===== config.mk =====
export PLATFORM = sky130hd
export DESIGN_NAME = smc_serial_master
export DESIGN_NICKNAME = d
export VERILOG_FILES = /design/src/smc_pkg.sv /design/src/smc_serial_master.sv
export VERILOG_INCLUDE_DIRS = /design/src
export SDC_FILE = /design/constraint.sdc
export NUM_CORES = 1
export LEC_CHECK = 0
export ABC_AREA = 1
export CORE_UTILIZATION = 35
export CTS_CLUSTER_DIAMETER = 30
export DETAILED_ROUTE_END_ITERATION = 6
export DONT_BUFFER_PORTS = 1
export PLACE_DENSITY = 0.47
export SLEW_MARGIN = 40
export SYNTH_ARGS = -nofsm -noshare
export SYNTH_HDL_FRONTEND = slang
export SYNTH_SLANG_ARGS = --single-unit

===== constraint.sdc =====
create_clock -name clk -period 3.1 [get_ports clk]
set_input_delay 0.775 -clock clk [delete_from_list [all_inputs] [get_ports clk]]
set_output_delay 0.775 -clock clk [all_outputs]
set_load 0.02 [all_outputs]

===== src/smc_defines.svh =====
// offsets, field positions, reset values and timing counts of the serial master
`ifndef SMC_DEFINES_SVH
`define SMC_DEFINES_SVH

// ----------------------------------------------------------------
// register byte offsets
// ----------------------------------------------------------------
`define SMC_OFF_CONTROL      8'h00
`define SMC_OFF_EDGE_A       8'h04
`define SMC_OFF_EDGE_B       8'h08
`define SMC_OFF_LAUNCH       8'h0C
`define SMC_OFF_IRQ_MASKED   8'h20
`define SMC_OFF_IRQ_RAW      8'h24
`define SMC_OFF_IRQ_CLEAR    8'h28
`define SMC_OFF_IRQ_EN_SET   8'h2C
`define SMC_OFF_IRQ_EN_CLR   8'h30
`define SMC_OFF_TX_ADDR      8'h40
`define SMC_OFF_TX_DATA      8'h50
`define SMC_OFF_RX_DATA      8'h60

// ----------------------------------------------------------------
// control register fields
// ----------------------------------------------------------------
`define SMC_RXW_EN_BIT       29
`define SMC_RXW_MSB          28
`define SMC_RXW_LSB          24
`define SMC_ADW_EN_BIT       21
`define SMC_ADW_MSB          20
`define SMC_ADW_LSB          16
`define SMC_TDW_EN_BIT       13
`define SMC_TDW_MSB          12
`define SMC_TDW_LSB          8
`define SMC_SELB_WE_BIT      5
`define SMC_SELA_WE_BIT      4
`define SMC_SELB_LVL_BIT     3
`define SMC_SELA_LVL_BIT     2
`define SMC_RX_ON_BIT        1
`define SMC_TX_ON_BIT        0
`define SMC_CTRL_PLAIN_MASK  32'h3F3F3F03
`define SMC_CTRL_SEL_MASK    32'h0000000C
`define SMC_CTRL_READ_MASK   32'h3F3F3F0F
`define SMC_EDGE_MASK        32'h00000003
`define SMC_SAMPLE_EDGE_BIT  1
`define SMC_LAUNCH_EDGE_BIT  0

// ----------------------------------------------------------------
// reset values and bus answers
// ----------------------------------------------------------------
`define SMC_RST_CONTROL      32'h00000000
`define SMC_RST_EDGE         32'h00000001
`define SMC_RST_WORD         32'h00000000
`define SMC_MODE_TX          5'h0D
`define SMC_MODE_RX          5'h1B
`define SMC_MODE_TXRX        5'h17
`define SMC_RESP_OKAY        2'h0
`define SMC_RESP_SLVERR      2'h2
`define SMC_RESP_DECERR      2'h3

// ----------------------------------------------------------------
// serial clock timing
// ----------------------------------------------------------------
`define SMC_CLK_PERIOD_NS    10
`define SMC_SCK_HALF_NS      60
`define SMC_SCK_HALF_CYC     ((`SMC_SCK_HALF_NS + `SMC_CLK_PERIOD_NS - 1) / `SMC_CLK_PERIOD_NS)

`endif


===== src/smc_pkg.sv =====
// types shared by the serial master configuration block
`default_nettype none
package smc_pkg;

  typedef enum logic [1:0] {ST_IDLE, ST_ADDR, ST_DATA} smc_state_t;
  typedef enum logic [1:0] {MD_TX, MD_RX, MD_TXRX} smc_mode_t;

  typedef struct packed {
    logic        sdo;
    logic        sck;
    logic        selA;
    logic        selB;
  } smc_pins_t;

  typedef struct packed {
    smc_state_t  st;
    smc_mode_t   mode;
    logic [31:0] ctrl;
    logic [1:0]  edgeA;
    logic [1:0]  edgeB;
    logic        useB;
    logic        launch;
    logic        raw;
    logic        irqEn;
    logic [31:0] txAddr;
    logic [31:0] txData;
    logic [31:0] rxWord;
    logic [31:0] shiftOut;
    logic [31:0] rxShift;
    logic [5:0]  bitCnt;
    logic [5:0]  phaseLen;
    logic [3:0]  halfCnt;
    logic        sck;
    logic        sdo;
    logic        syncA;
    logic        syncB;
    logic        awHeld;
    logic [7:0]  awAddr;
    logic        wHeld;
    logic [31:0] wData;
    logic [3:0]  wStrb;
    logic        bvalid;
    logic [1:0]  bresp;
    logic        rvalid;
    logic [31:0] rdata;
    logic [1:0]  rresp;
  } smc_regs_t;

endpackage : smc_pkg
`default_nettype wire


===== src/smc_serial_master.sv =====
// serial master: register file, mode decode, select control and shift engine
// ----------------------------------------------------------------
// ----------------------------------------------------------------
`include "smc_defines.svh"
`default_nettype none
module smc_serial_master (
  // clock, reset, enable
  input  wire logic              clk,
  input  wire logic              rst_n,
  input  wire logic              ce,
  // axi4-lite write channels
  input  wire logic [7:0]        s_axi_awaddr,
  input  wire logic              s_axi_awvalid,
  output logic                   s_axi_awready,
  input  wire logic [31:0]       s_axi_wdata,
  input  wire logic [3:0]        s_axi_wstrb,
  input  wire logic              s_axi_wvalid,
  output logic                   s_axi_wready,
  output logic [1:0]             s_axi_bresp,
  output logic                   s_axi_bvalid,
  input  wire logic              s_axi_bready,
  // axi4-lite read channels
  input  wire logic [7:0]        s_axi_araddr,
  input  wire logic              s_axi_arvalid,
  output logic                   s_axi_arready,
  output logic [31:0]            s_axi_rdata,
  output logic [1:0]             s_axi_rresp,
  output logic                   s_axi_rvalid,
  input  wire logic              s_axi_rready,
  // serial link
  input  wire logic              serial_data_in,
  output var smc_pkg::smc_pins_t linkPins
);
  import smc_pkg::*;

  smc_regs_t   r;
  smc_regs_t   next_r;
  logic [4:0]  modeBits;
  logic        modeOk;
  smc_mode_t   modeDec;
  logic        wrFire;
  logic        wrFull;
  logic        ctrlWrite;
  logic        startNow;
  logic [1:0]  edgeSel;
  logic        launchFall;
  logic        sampleFall;
  logic        txPhase;
  logic        rxPhase;
  logic [5:0]  rxLen;
  logic [5:0]  adLen;
  logic [5:0]  tdLen;
  logic        busy;

  // ----------------------------------------------------------------
  // mode decode and phase lengths
  // ----------------------------------------------------------------
  assign modeBits = {r.ctrl[`SMC_RXW_EN_BIT], r.ctrl[`SMC_ADW_EN_BIT], r.ctrl[`SMC_TDW_EN_BIT],
                     r.ctrl[`SMC_RX_ON_BIT], r.ctrl[`SMC_TX_ON_BIT]};
  assign modeOk = (modeBits == `SMC_MODE_TX) || (modeBits == `SMC_MODE_RX)
                  || (modeBits == `SMC_MODE_TXRX);
  assign modeDec = (modeBits == `SMC_MODE_TX) ? MD_TX :
                   (modeBits == `SMC_MODE_RX) ? MD_RX : MD_TXRX;
  // a disabled width gives a zero-length phase; the field itself is kept
  assign rxLen = r.ctrl[`SMC_RXW_EN_BIT] ?
                 {1'b0, r.ctrl[`SMC_RXW_MSB:`SMC_RXW_LSB]} + 6'h01 : 6'h00;
  assign adLen = r.ctrl[`SMC_ADW_EN_BIT] ?
                 {1'b0, r.ctrl[`SMC_ADW_MSB:`SMC_ADW_LSB]} + 6'h01 : 6'h00;
  assign tdLen = r.ctrl[`SMC_TDW_EN_BIT] ?
                 {1'b0, r.ctrl[`SMC_TDW_MSB:`SMC_TDW_LSB]} + 6'h01 : 6'h00;

  // edges come from the register of whichever select was last chosen
  assign edgeSel    = r.useB ? r.edgeB : r.edgeA;
  assign launchFall = edgeSel[`SMC_LAUNCH_EDGE_BIT];
  assign sampleFall = edgeSel[`SMC_SAMPLE_EDGE_BIT];
  assign txPhase    = (r.st == ST_ADDR) || (r.mode != MD_RX);
  assign rxPhase    = (r.st == ST_DATA) && (r.mode != MD_TX);
  assign busy       = (r.st != ST_IDLE);

  // ----------------------------------------------------------------
  // bus handshakes
  // ----------------------------------------------------------------
  assign wrFire        = r.awHeld && r.wHeld;
  assign wrFull        = (r.wStrb == 4'hF);
  assign ctrlWrite     = wrFire && wrFull && (r.awAddr == `SMC_OFF_CONTROL);
  assign startNow      = wrFire && wrFull && (r.awAddr == `SMC_OFF_LAUNCH) && r.wData[0]
                         && modeOk && !r.raw && !busy;
  assign s_axi_awready = !r.awHeld && !r.bvalid;
  assign s_axi_wready  = !r.wHeld && !r.bvalid;
  assign s_axi_arready = !r.rvalid;
  assign s_axi_bvalid  = r.bvalid;
  assign s_axi_bresp   = r.bresp;
  assign s_axi_rvalid  = r.rvalid;
  assign s_axi_rdata   = r.rdata;
  assign s_axi_rresp   = r.rresp;
  assign linkPins.sdo  = r.sdo;
  assign linkPins.sck  = r.sck;
  assign linkPins.selA = r.ctrl[`SMC_SELA_LVL_BIT];
  assign linkPins.selB = r.ctrl[`SMC_SELB_LVL_BIT];

  // ----------------------------------------------------------------
  // next state
  // ----------------------------------------------------------------
  always_comb
  begin
    next_r = r;
    next_r.syncA = serial_data_in;
    next_r.syncB = r.syncA;

    // write channel capture, either order
    if (s_axi_awvalid && s_axi_awready)
    begin
      next_r.awHeld = 1'b1;
      next_r.awAddr = s_axi_awaddr;
    end
    if (s_axi_wvalid && s_axi_wready)
    begin
      next_r.wHeld = 1'b1;
      next_r.wData = s_axi_wdata;
      next_r.wStrb = s_axi_wstrb;
    end
    if (r.bvalid && s_axi_bready)
      next_r.bvalid = 1'b0;

    if (wrFire)
    begin
      next_r.awHeld = 1'b0;
      next_r.wHeld  = 1'b0;
      next_r.bvalid = 1'b1;
      next_r.bresp  = `SMC_RESP_OKAY;
      if (!wrFull)
        next_r.bresp = `SMC_RESP_SLVERR;
      else if (r.awAddr == `SMC_OFF_CONTROL)
      begin
        // enables are write-only; levels move only with their enable
        next_r.ctrl = (r.wData & `SMC_CTRL_PLAIN_MASK) | (r.ctrl & `SMC_CTRL_SEL_MASK);
        if (r.wData[`SMC_SELA_WE_BIT])
          next_r.ctrl[`SMC_SELA_LVL_BIT] = r.wData[`SMC_SELA_LVL_BIT];
        if (r.wData[`SMC_SELB_WE_BIT])
          next_r.ctrl[`SMC_SELB_LVL_BIT] = r.wData[`SMC_SELB_LVL_BIT];
        if (r.wData[`SMC_SELB_WE_BIT] && !r.wData[`SMC_SELA_WE_BIT])
          next_r.useB = 1'b1;
        else if (r.wData[`SMC_SELA_WE_BIT] && !r.wData[`SMC_SELB_WE_BIT])
          next_r.useB = 1'b0;
      end
      else if (r.awAddr == `SMC_OFF_EDGE_A)
        next_r.edgeA = r.wData[1:0];
      else if (r.awAddr == `SMC_OFF_EDGE_B)
        next_r.edgeB = r.wData[1:0];
      else if (r.awAddr == `SMC_OFF_LAUNCH)
      begin
        // an unstartable launch stays set until software writes zero
        next_r.launch = r.wData[0];
        if (!r.wData[0])
        begin
          next_r.st  = ST_IDLE;
          next_r.sck = 1'b0;
          next_r.sdo = 1'b0;
        end
      end
      else if (r.awAddr == `SMC_OFF_IRQ_CLEAR)
      begin
        if (r.wData[0])
          next_r.raw = 1'b0;
      end
      else if (r.awAddr == `SMC_OFF_IRQ_EN_SET)
      begin
        if (r.wData[0])
          next_r.irqEn = 1'b1;
      end
      else if (r.awAddr == `SMC_OFF_IRQ_EN_CLR)
      begin
        if (r.wData[0])
          next_r.irqEn = 1'b0;
      end
      else if (r.awAddr == `SMC_OFF_TX_ADDR)
        next_r.txAddr = r.wData;
      else if (r.awAddr == `SMC_OFF_TX_DATA)
        next_r.txData = r.wData;
      else if (r.awAddr == `SMC_OFF_IRQ_MASKED || r.awAddr == `SMC_OFF_IRQ_RAW
               || r.awAddr == `SMC_OFF_RX_DATA)
        next_r.bresp = `SMC_RESP_OKAY;
      else
        next_r.bresp = `SMC_RESP_DECERR;
    end

    // read channel
    if (r.rvalid && s_axi_rready)
      next_r.rvalid = 1'b0;
    if (s_axi_arvalid && s_axi_arready)
    begin
      next_r.rvalid = 1'b1;
      next_r.rresp  = `SMC_RESP_OKAY;
      if (s_axi_araddr == `SMC_OFF_CONTROL)
        next_r.rdata = r.ctrl & `SMC_CTRL_READ_MASK;
      else if (s_axi_araddr == `SMC_OFF_EDGE_A)
        next_r.rdata = {30'h0, r.edgeA};
      else if (s_axi_araddr == `SMC_OFF_EDGE_B)
        next_r.rdata = {30'h0, r.edgeB};
      else if (s_axi_araddr == `SMC_OFF_LAUNCH)
        next_r.rdata = {31'h0, r.launch};
      else if (s_axi_araddr == `SMC_OFF_IRQ_MASKED)
        next_r.rdata = {31'h0, r.raw & r.irqEn};
      else if (s_axi_araddr == `SMC_OFF_IRQ_RAW)
        next_r.rdata = {31'h0, r.raw};
      else if (s_axi_araddr == `SMC_OFF_IRQ_EN_SET)
        next_r.rdata = {31'h0, r.irqEn};
      else if (s_axi_araddr == `SMC_OFF_TX_ADDR)
        next_r.rdata = r.txAddr;
      else if (s_axi_araddr == `SMC_OFF_TX_DATA)
        next_r.rdata = r.txData;
      else if (s_axi_araddr == `SMC_OFF_RX_DATA)
        next_r.rdata = r.rxWord;
      else if (s_axi_araddr == `SMC_OFF_IRQ_CLEAR || s_axi_araddr == `SMC_OFF_IRQ_EN_CLR)
        next_r.rdata = `SMC_RST_WORD;
      else
      begin
        next_r.rdata = `SMC_RST_WORD;
        next_r.rresp = `SMC_RESP_DECERR;
      end
    end

    // ----------------------------------------------------------------
    // shift engine
    // ----------------------------------------------------------------
    if (startNow)
    begin
      next_r.mode     = modeDec;
      next_r.bitCnt   = 6'h00;
      next_r.halfCnt  = 4'h0;
      next_r.sck      = 1'b0;
      next_r.rxShift  = `SMC_RST_WORD;
      if (modeDec == MD_TXRX)
      begin
        next_r.st       = ST_DATA;
        next_r.phaseLen = (rxLen > tdLen) ? rxLen : tdLen;
        next_r.shiftOut = r.txData;
      end
      else
      begin
        next_r.st       = ST_ADDR;
        next_r.phaseLen = adLen;
        next_r.shiftOut = r.txAddr;
      end
      next_r.sdo = launchFall ? next_r.shiftOut[31] : 1'b0;
      if (launchFall)
        next_r.shiftOut = {next_r.shiftOut[30:0], 1'b0};
    end
    else if (busy && next_r.st != ST_IDLE)
    begin
      next_r.halfCnt = r.halfCnt + 4'h1;
      if (r.halfCnt == 4'(`SMC_SCK_HALF_CYC - 1))
      begin
        next_r.halfCnt = 4'h0;
        next_r.sck     = !r.sck;
        if (!r.sck)
        begin
          if (!launchFall && txPhase)
          begin
            next_r.sdo      = r.shiftOut[31];
            next_r.shiftOut = {r.shiftOut[30:0], 1'b0};
          end
          if (!sampleFall && rxPhase && r.bitCnt < rxLen)
            next_r.rxShift = {r.rxShift[30:0], r.syncB};
        end
        else
        begin
          if (sampleFall && rxPhase && r.bitCnt < rxLen)
            next_r.rxShift = {r.rxShift[30:0], r.syncB};
          next_r.bitCnt = r.bitCnt + 6'h01;
          if (r.bitCnt + 6'h01 == r.phaseLen)
          begin
            next_r.bitCnt = 6'h00;
            if (r.st == ST_ADDR)
            begin
              next_r.st       = ST_DATA;
              next_r.phaseLen = (r.mode == MD_RX) ? rxLen : tdLen;
              next_r.shiftOut = (r.mode == MD_RX) ? `SMC_RST_WORD : r.txData;
              next_r.sdo      = launchFall ? next_r.shiftOut[31] : 1'b0;
              if (launchFall)
                next_r.shiftOut = {next_r.shiftOut[30:0], 1'b0};
            end
            else
            begin
              // completion flag set after the clear above, so it wins
              next_r.st     = ST_IDLE;
              next_r.launch = 1'b0;
              next_r.raw    = 1'b1;
              next_r.sdo    = 1'b0;
              next_r.rxWord = (r.mode == MD_TX) ? r.rxWord : next_r.rxShift;
            end
          end
          else if (launchFall && txPhase)
          begin
            next_r.sdo      = r.shiftOut[31];
            next_r.shiftOut = {r.shiftOut[30:0], 1'b0};
          end
        end
      end
    end
  end

  // ----------------------------------------------------------------
  // state register
  // ----------------------------------------------------------------
  always_ff @(posedge clk)
  begin
    if (!rst_n)
    begin
      r        <= '0;
      r.st     <= ST_IDLE;
      r.mode   <= MD_TX;
      r.ctrl   <= `SMC_RST_CONTROL;
      r.edgeA  <= 2'(`SMC_RST_EDGE);
      r.edgeB  <= 2'(`SMC_RST_EDGE);
    end
    else if (ce)
      r <= next_r;
  end
endmodule : smc_serial_master
`default_nettype wire


==> qor.yml, run 1 <==
postSynth.asyncResetShare: 0
worstHoldPathType: "in -> reg"
synthesis.yosys.warnings: 0
placement.io_buffers: 0
cp-start-kind: "flop"
power.leakage_nw: 8.530
synth.top_cells.by_area: "dfxtp_1 (36%), nand2_1 (14%), a21oi_1 (9.0%)"
post_drt_via_cell_ratio: 5.226
core_area_um2: 45770
switchingPower_mw: 2.978
globalRouteOverflowTotal: 0
post-cts-setup-buffers: 0
fraction_of_met3_tracks_used_by_global_routing: 0.04426
die_area_um2: 47670
layout-drive-gt1-share: 0.09583
cp_cell_sequence: "ha_1 -> nand3_1 -> xor2_1 -> inv_1 -> nand2_1 -> ha_1 -> nand2_1 -> nor2_1 -> o21ai_0 -> nand3_1 -> nand2_1 -> nand2_1 -> o21ai_0 -> nand2_1 -> o21ai_0 -> nand2_1 -> nand2_1 -> nor2_1 -> nor2_1"
final.min_clock_period_ps: 2760
syn-instance-count: 2557
post_layout_nonfiller_instances: 3167
detail_route.wirelength_um: 59950
worst_skew_pair.late_latency_ps: 610
swShare: 0.2207
cts_num_sinks: 297
detail_route.wl_per_cell_um: 18.93
synth.net_count: 2636
groute.layer.met1.usage: 0.3660
place_congestion: 0.8868
synth.largest_area_cell: "dfxtp_1"
grt_pass1_wl_um: 92810
drc: 0
drv_cap: 0
final.setup.tns_ps: 0
share_seq_of_total_power: 0.293
grt_use_total: 0.2528
fraction_of_power_consumed_by_combinational_cells: 0.021
ys_ff_latch: 297
worst_path_largest_cell_delay_ps: 480
cts.root.buffer_cell: "clkbuf_16"
dieWidth_um: 218.3
cp.required_ps: 3600
postSynth.topFlopCell: "dfxtp_1"
stdcell_area_um2: 19730
critical_path_peak_fanout: 12
initialDrtViolationCount: 1487
final-max-slew-violation-count: 0
postRouteAntennaNets: 0
internal_power_mw: 10.51
number_of_synthesized_flops_with_an_enable_pin: 0
htree_num_levels: 3
cts_tree: "done"
synthToLayoutAreaGrowth_pct: 20.43
arrival_ps: 3260
gr-usage-met2: 0.3841
slowest_stage: "dfxtp_1"
antenna_cells_inserted: 0
dpl_cells: 3012
status: "complete, no violations"
end_kind: "flop"
holdBufCountCts: 0
critical-path-top-cell-by-count: "nand2_1"
grt_start_max_net_pins: 232
clock_power_share: 0.685
report.power.total_mw: 13.49
total_standard_cell_area_after_synthesis_um2: 16380
critical_path_buf_inv_count: 1
cell_rows: 78
max_freq_ghz: 0.3623
die_height_um: 218.3
critPathTopFamily: "simple AND/OR/NAND/NOR gates"
power_per_cell_area_nw_per_um2: 683.8
ir_drop_uv: 476.8
global_route_hottest_layer: "met2"
clock_skew_ps: 22.28
synth.yosys.seq_area_share: 0.3629
route.vias.total: 16550
synth_top_area_share: 0.3629
grt_pass1_vias: 15440
setup_viol_count_final: 0
fin_crit_sh: 0.8904
cts.clk_slew.worst_paths_ps: 50
drt-pass1-iter-count: 5
io_pins: 106
finish.net_count: 2576
fillers: 4816
place_area_um2: 16670
antenna_found_initial: 0
initial_utilization: 0.3579
tightest_slew_ps: 821.7
synthDistinctLibCells: 44
post_synth.cell_area_avg_um2: 6.407
timing.slew.headroom: 0.4516
dp_hpwl_um: 40740
final_core_util: 0.4310
hold_fails_final_rpt: 0
rsz0062_at_grt: "no"
cts-buffers-inserted: 83
clock_tree.buffer_depth: 3
timing.setup.critical_path_class: "reg -> reg"
-- final timing paths --
| check | start | end | slack [ps] | cells after the start |
|---|---|---|---|---|
| hold reg to reg | r[105]$_SDFFE_PN0P_ | r[105]$_SDFFE_PN0P_ | 460 | 2 |
| hold / removal | serial_data_in | next_r[84]$_SDFFE_PN0P_ | 320 | 2 |
| setup / recovery | r[280]$_SDFFE_PN0P_ | r[92]$_SDFFE_PN0P_ | 340 | 19 |
| setup reg to reg | r[280]$_SDFFE_PN0P_ | r[92]$_SDFFE_PN0P_ | 340 | 19 |
-- sequential cells by signal (all words and copies together) (netlist names) --
register / count
r: 250
s_axi_rdata: 32
modeBits: 5
linkPins: 4
s_axi_bresp: 2
next_r: 1
s_axi_bvalid: 1
s_axi_rresp: 1
s_axi_rvalid: 1
-- logic make-up (layout without fill, tap and decap cells) --
group	after synthesis	count (layout)	synth area share
compound gates	620	620	0.1993
xor+xnor	6	6	0.003208
fa+ha+maj	18	18	0.01375
buf+inv	490	500	0.1280
flops	297	297	0.3629
simple gates	1126	1126	0.2928
-- power groups by stage --
stage	Combinational, mW	Sequential, mW	Clock, mW
after floorplan	0.273	3.99	0
after detailed placement	0.289	4.03	0
final	0.289	3.96	9.24
after global placement	0.287	4.02	0
after CTS	0.290	3.96	9.37
after global routing	0.324	3.96	9.60
-- cells in the mapped netlist (2+ instances only) --
| library cell | number |
|---|---|
| nor2_2 | 7 |
| buf_1 | 5 |
| xor2_1 | 5 |
| o21bai_1 | 3 |
| o22ai_1 | 10 |
| nor2_1 | 283 |
| nor3_2 | 4 |
| nand3_2 | 5 |
| buf_2 | 23 |
| o211ai_1 | 5 |
| clkbuf_1 | 115 |
| o21a_1 | 3 |
| a22oi_1 | 4 |
| clkinv_1 | 4 |
| a221oi_1 | 7 |
| buf_4 | 43 |
| nand3_1 | 77 |
| nor3_1 | 10 |
| nand3b_1 | 2 |
| a211oi_1 | 3 |
| nand2_2 | 7 |
| ha_1 | 18 |
| inv_1 | 282 |
| buf_6 | 9 |
| a31oi_1 | 2 |
| nand4_1 | 114 |
| dfxtp_1 | 297 |
| nand2_1 | 605 |
| inv_2 | 9 |
| nand2_4 | 2 |
| o21ai_0 | 266 |
| nor2_4 | 6 |
| o221ai_1 | 15 |
| and2_1 | 2 |
| a21oi_1 | 296 |
-- layer usage --
metal,vias to the layer above,part of all wire
li1,8239,-
met1,7711,0.48
met2,521,0.44
met3,81,0.065
met4,0,0.017
met5,-,0
-- layout make-up --
class	instances	area, µm²	area share
multi-input combinational	1770	8386	0.4250
clock buffer	108	2322	0.1177
timing repair buffer	50	479.2	0.02429
tap	600	750.7	0.03805
inverter	295	1110	0.05625
clock inverter	47	734.5	0.03723
sequential	297	5947	0.3014
-- worst register-to-register path, delay by kind of cell, from the launching register on --
| kind | cells | cell delay, ps |
|---|---|---|
| simple gates | 12 | 1150 |
| fa+ha+maj | 2 | 560 |
| flops | 1 | 480 |
| compound gates | 3 | 270 |
| xor+xnor | 1 | 150 |
| buf+inv | 1 | 60 |
-- cells in the final DEF (no fill, tap or decap), types with 7 or more instances in the layout --
| cell type | instances |
|---|---|
| o21ai_0 | 266 |
| o221ai_1 | 15 |
| bufinv_16 | 15 |
| nor2_2 | 11 |
| nand4_1 | 114 |
| ha_1 | 18 |
| inv_1 | 280 |
| o22ai_1 | 10 |
| clkbuf_16 | 84 |
| nand2_1 | 604 |
| dfxtp_1 | 296 |
| buf_12 | 8 |
| clkinvlp_4 | 12 |
| nor3_1 | 10 |
| clkinv_2 | 9 |
| nor2_1 | 279 |
| a221oi_1 | 7 |
| clkbuf_8 | 13 |
| a21oi_1 | 296 |
| inv_2 | 10 |
| nand2_2 | 8 |
| clkbuf_1 | 11 |
| buf_4 | 41 |
| nand3_1 | 75 |
-- what timing repair did --
action | CTS | global route
setup endpoints to repair | 0 | 8
gates resized for setup | 0 | 2
hold endpoints to repair | 0 | 0
-- metrics by stage --
stage          hold WS [ps]  setup WS, ps
2_1_floorplan         433.2         684.0
3_3_place_gp          451.0         371.8
3_5_place_dp          455.1         319.1
4_1_cts               283.8         275.0
5_1_grt               324.4         15.76
6_report              320.1         339.7
Power figures use the tool's default switching activity.
==> run 2: changes to the inputs <==
--- a/config.mk
+++ b/config.mk
@@ -7,11 +7,14 @@
 export NUM_CORES = 1
 export LEC_CHECK = 0
 export ABC_AREA = 1
+export CELL_PAD_IN_SITES_DETAIL_PLACEMENT = 0
+export CELL_PAD_IN_SITES_GLOBAL_PLACEMENT = 1
 export CORE_UTILIZATION = 35
 export CTS_CLUSTER_DIAMETER = 30
 export DETAILED_ROUTE_END_ITERATION = 6
 export DONT_BUFFER_PORTS = 1
-export PLACE_DENSITY = 0.47
+export PLACE_DENSITY = 0.62
+export SETUP_SLACK_MARGIN = 0.05
 export SLEW_MARGIN = 40
 export SYNTH_ARGS = -nofsm -noshare
 export SYNTH_HDL_FRONTEND = slang
==> run 2 against run 1 <==
  * Setup slack lost 17 ps
  * Power grew 9.5%
  * Routed wire length grew 3.4%
  * Cell area grew 3.1%
  * Register-to-register slack lost 20 ps
  * Hold slack lost 19 ps
  * Via count grew 1.4%
  * Critical path depth shrank 6
  * Sequential power is essentially flat
  * First-iteration DRC count shrank 12%
  * Largest cell class unchanged
==> qor.yml, run 2 (synthesis results as in run 1) <==
final.min_clock_period_ps: 2777  # was 2760 ps
report.power.total_mw: 14.77  # was 13.49 mW
worst_skew_pair.late_latency_ps: 620  # was 610 ps
power.leakage_nw: 8.886  # was 8.530 nW
post-cts-setup-buffers: 0  # unchanged
detail_route.wirelength_um: 62000  # was 59,950 µm
largest_register_ffs: 250  # unchanged
grt_start_max_net_pins: 232  # unchanged
end_kind: "flop"  # unchanged
cts.clk_slew.worst_paths_ps: 40  # was 50 ps
final.setup.tns_ps: 0  # unchanged
setup_viol_count_final: 0  # unchanged
fin_crit_sh: 0.8957  # was 0.8904
ctsResizeCount: 0  # unchanged
core_area_um2: 45770  # unchanged
grt_pass1_vias: 16080  # was 15,440
route.vias.total: 16780  # was 16,550
cp-start-kind: "flop"  # unchanged
holdBufCountCts: 0  # unchanged
grt_pass1_wl_um: 95210  # was 92,810 µm
placement.io_buffers: 0  # unchanged
max_freq_ghz: 0.3601  # was 0.3623 GHz
finish.net_count: 2604  # was 2,576
worstHoldPathType: "in -> reg"  # unchanged
cts_num_sinks: 297  # unchanged
fraction_of_met3_tracks_used_by_global_routing: 0.05303  # was 0.04426
io_pins: 106  # unchanged
critical_path_peak_fanout: 32  # was 12
layout-drive-gt1-share: 0.1079  # was 0.09583
layout.cells.most_common: "nand2_1"  # unchanged
dp_hpwl_um: 41200  # was 40,740 µm
tightest_slew_ps: 797.7  # was 821.7 ps
die_height_um: 218.3  # unchanged
arrival_ps: 3320  # was 3260 ps
initial_utilization: 0.3579  # unchanged
detail_route.wl_per_cell_um: 19.34  # was 18.93 µm
grt_use_total: 0.2614  # was 0.2528
hold_fails_final_rpt: 0  # unchanged
status: "complete, no violations"  # unchanged
drc: 0  # unchanged
synthToLayoutAreaGrowth_pct: 24.12  # was 20.43%
cts-buffers-inserted: 95  # was 83
dpl_cells: 3028  # was 3,012
dieWidth_um: 218.3  # unchanged
post_drt_via_cell_ratio: 5.235  # was 5.226
global_route_hottest_layer: "met2"  # unchanged
power_per_cell_area_nw_per_um2: 726.1  # was 683.8 nW/µm²
antenna_found_initial: 0  # unchanged
gr-usage-met2: 0.4097  # was 0.3841
cp.required_ps: 3650  # was 3600 ps
clock_skew_ps: 36.22  # was 22.28 ps
post_layout_nonfiller_instances: 3205  # was 3,167
place_congestion: 0.9087  # was 0.8868
globalRouteOverflowTotal: 0  # unchanged
postRouteAntennaNets: 0  # unchanged
cell_rows: 78  # unchanged
drt-pass1-iter-count: 5  # unchanged
rsz0062_at_grt: "no"  # unchanged
ir_drop_uv: 399.6  # was 476.8 µV
drv_cap: 0  # unchanged
antenna_cells_inserted: 0  # unchanged
final-max-slew-violation-count: 0  # unchanged
timing.setup.critical_path_class: "reg -> reg"  # unchanged
clock_tree.buffer_depth: 3  # unchanged
cts.root.buffer_cell: "clkbuf_16"  # unchanged
timing.slew.headroom: 0.4682  # was 0.4516
top_register: "r"  # unchanged
groute.layer.met1.usage: 0.3554  # was 0.3660
die_area_um2: 47670  # unchanged
htree_num_levels: 3  # unchanged
cts_tree: "done"  # unchanged
fillers: 4773  # was 4,816
initialDrtViolationCount: 1304  # was 1,487
final_cell_mix: "nand2_1 (604), a21oi_1 (296), dfxtp_1 (296), inv_1 (281), nor2_1 (279)"  # was nand2_1 (604), a21oi_1 (296), dfxtp_1 (296), inv_1 (280), nor2_1 (279)
run 2: cell type report:
cell class              instances  area (µm²)  area share
clock buffers                 133        2793      0.1373
well taps                     600       750.7     0.03692
multi-input cells            1770        8386      0.4124
inverters                     295        1110     0.05458
flip-flops and latches        297        5947      0.2925
clock inverters                44       732.0     0.03600
repair buffers                 66       615.6     0.03027
run 2: routing by layer:
layer | vias up | part of all wire
met5 | - | 0
met4 | 0 | 0.024
met3 | 109 | 0.057
met2 | 463 | 0.45
met1 | 7912 | 0.47
li1 | 8294 | -
run 2: where the power goes:
part | switching, mW | internal, mW
clock | 2.81 | 7.69
sequential | 0.0650 | 3.90
combinational | 0.220 | 0.0818
run 2: final timing paths:
kind / slack (ps) / startpoint / cells past startpoint / to
setup / recovery: 320 / r[296]$_SDFFE_PN0P_ / 13 / r[123]$_SDFFE_PN0P_
hold / removal: 300 / serial_data_in / 2 / next_r[84]$_SDFFE_PN0P_
setup reg to reg: 320 / r[296]$_SDFFE_PN0P_ / 13 / r[123]$_SDFFE_PN0P_
hold reg to reg: 450 / r[65]$_SDFFE_PN0P_ / 2 / r[223]$_SDFFE_PN0P_
run 2: stage by stage:
step / util / setup WS (ps) / hold WS, ps / instance area, µm²
finish: 0.4442 / 323.2 / 300.9 / 20330
CTS: 0.4440 / 279.8 / 255.4 / 20320
detailed placement: 0.3670 / 297.2 / 454.1 / 16800
floorplan: - / 684.0 / 433.2 / 16380
global route: 0.4442 / 51.65 / 267.9 / 20330
global placement: 0.3670 / 298.8 / 451.0 / 16800
run 2: critical path, stage by stage, from the launching register on:
cell and delay [ps]:
dfxtp_1 430, nand4_1 140, nor3_1 260, inv_1 100, ha_1 300, a21oi_1 170
o21a_1 320, nand3_1 110, nand2_1 80, nand2_1 80, nor2_4 170, buf_8 260
nand4_1 130, a21oi_1 150
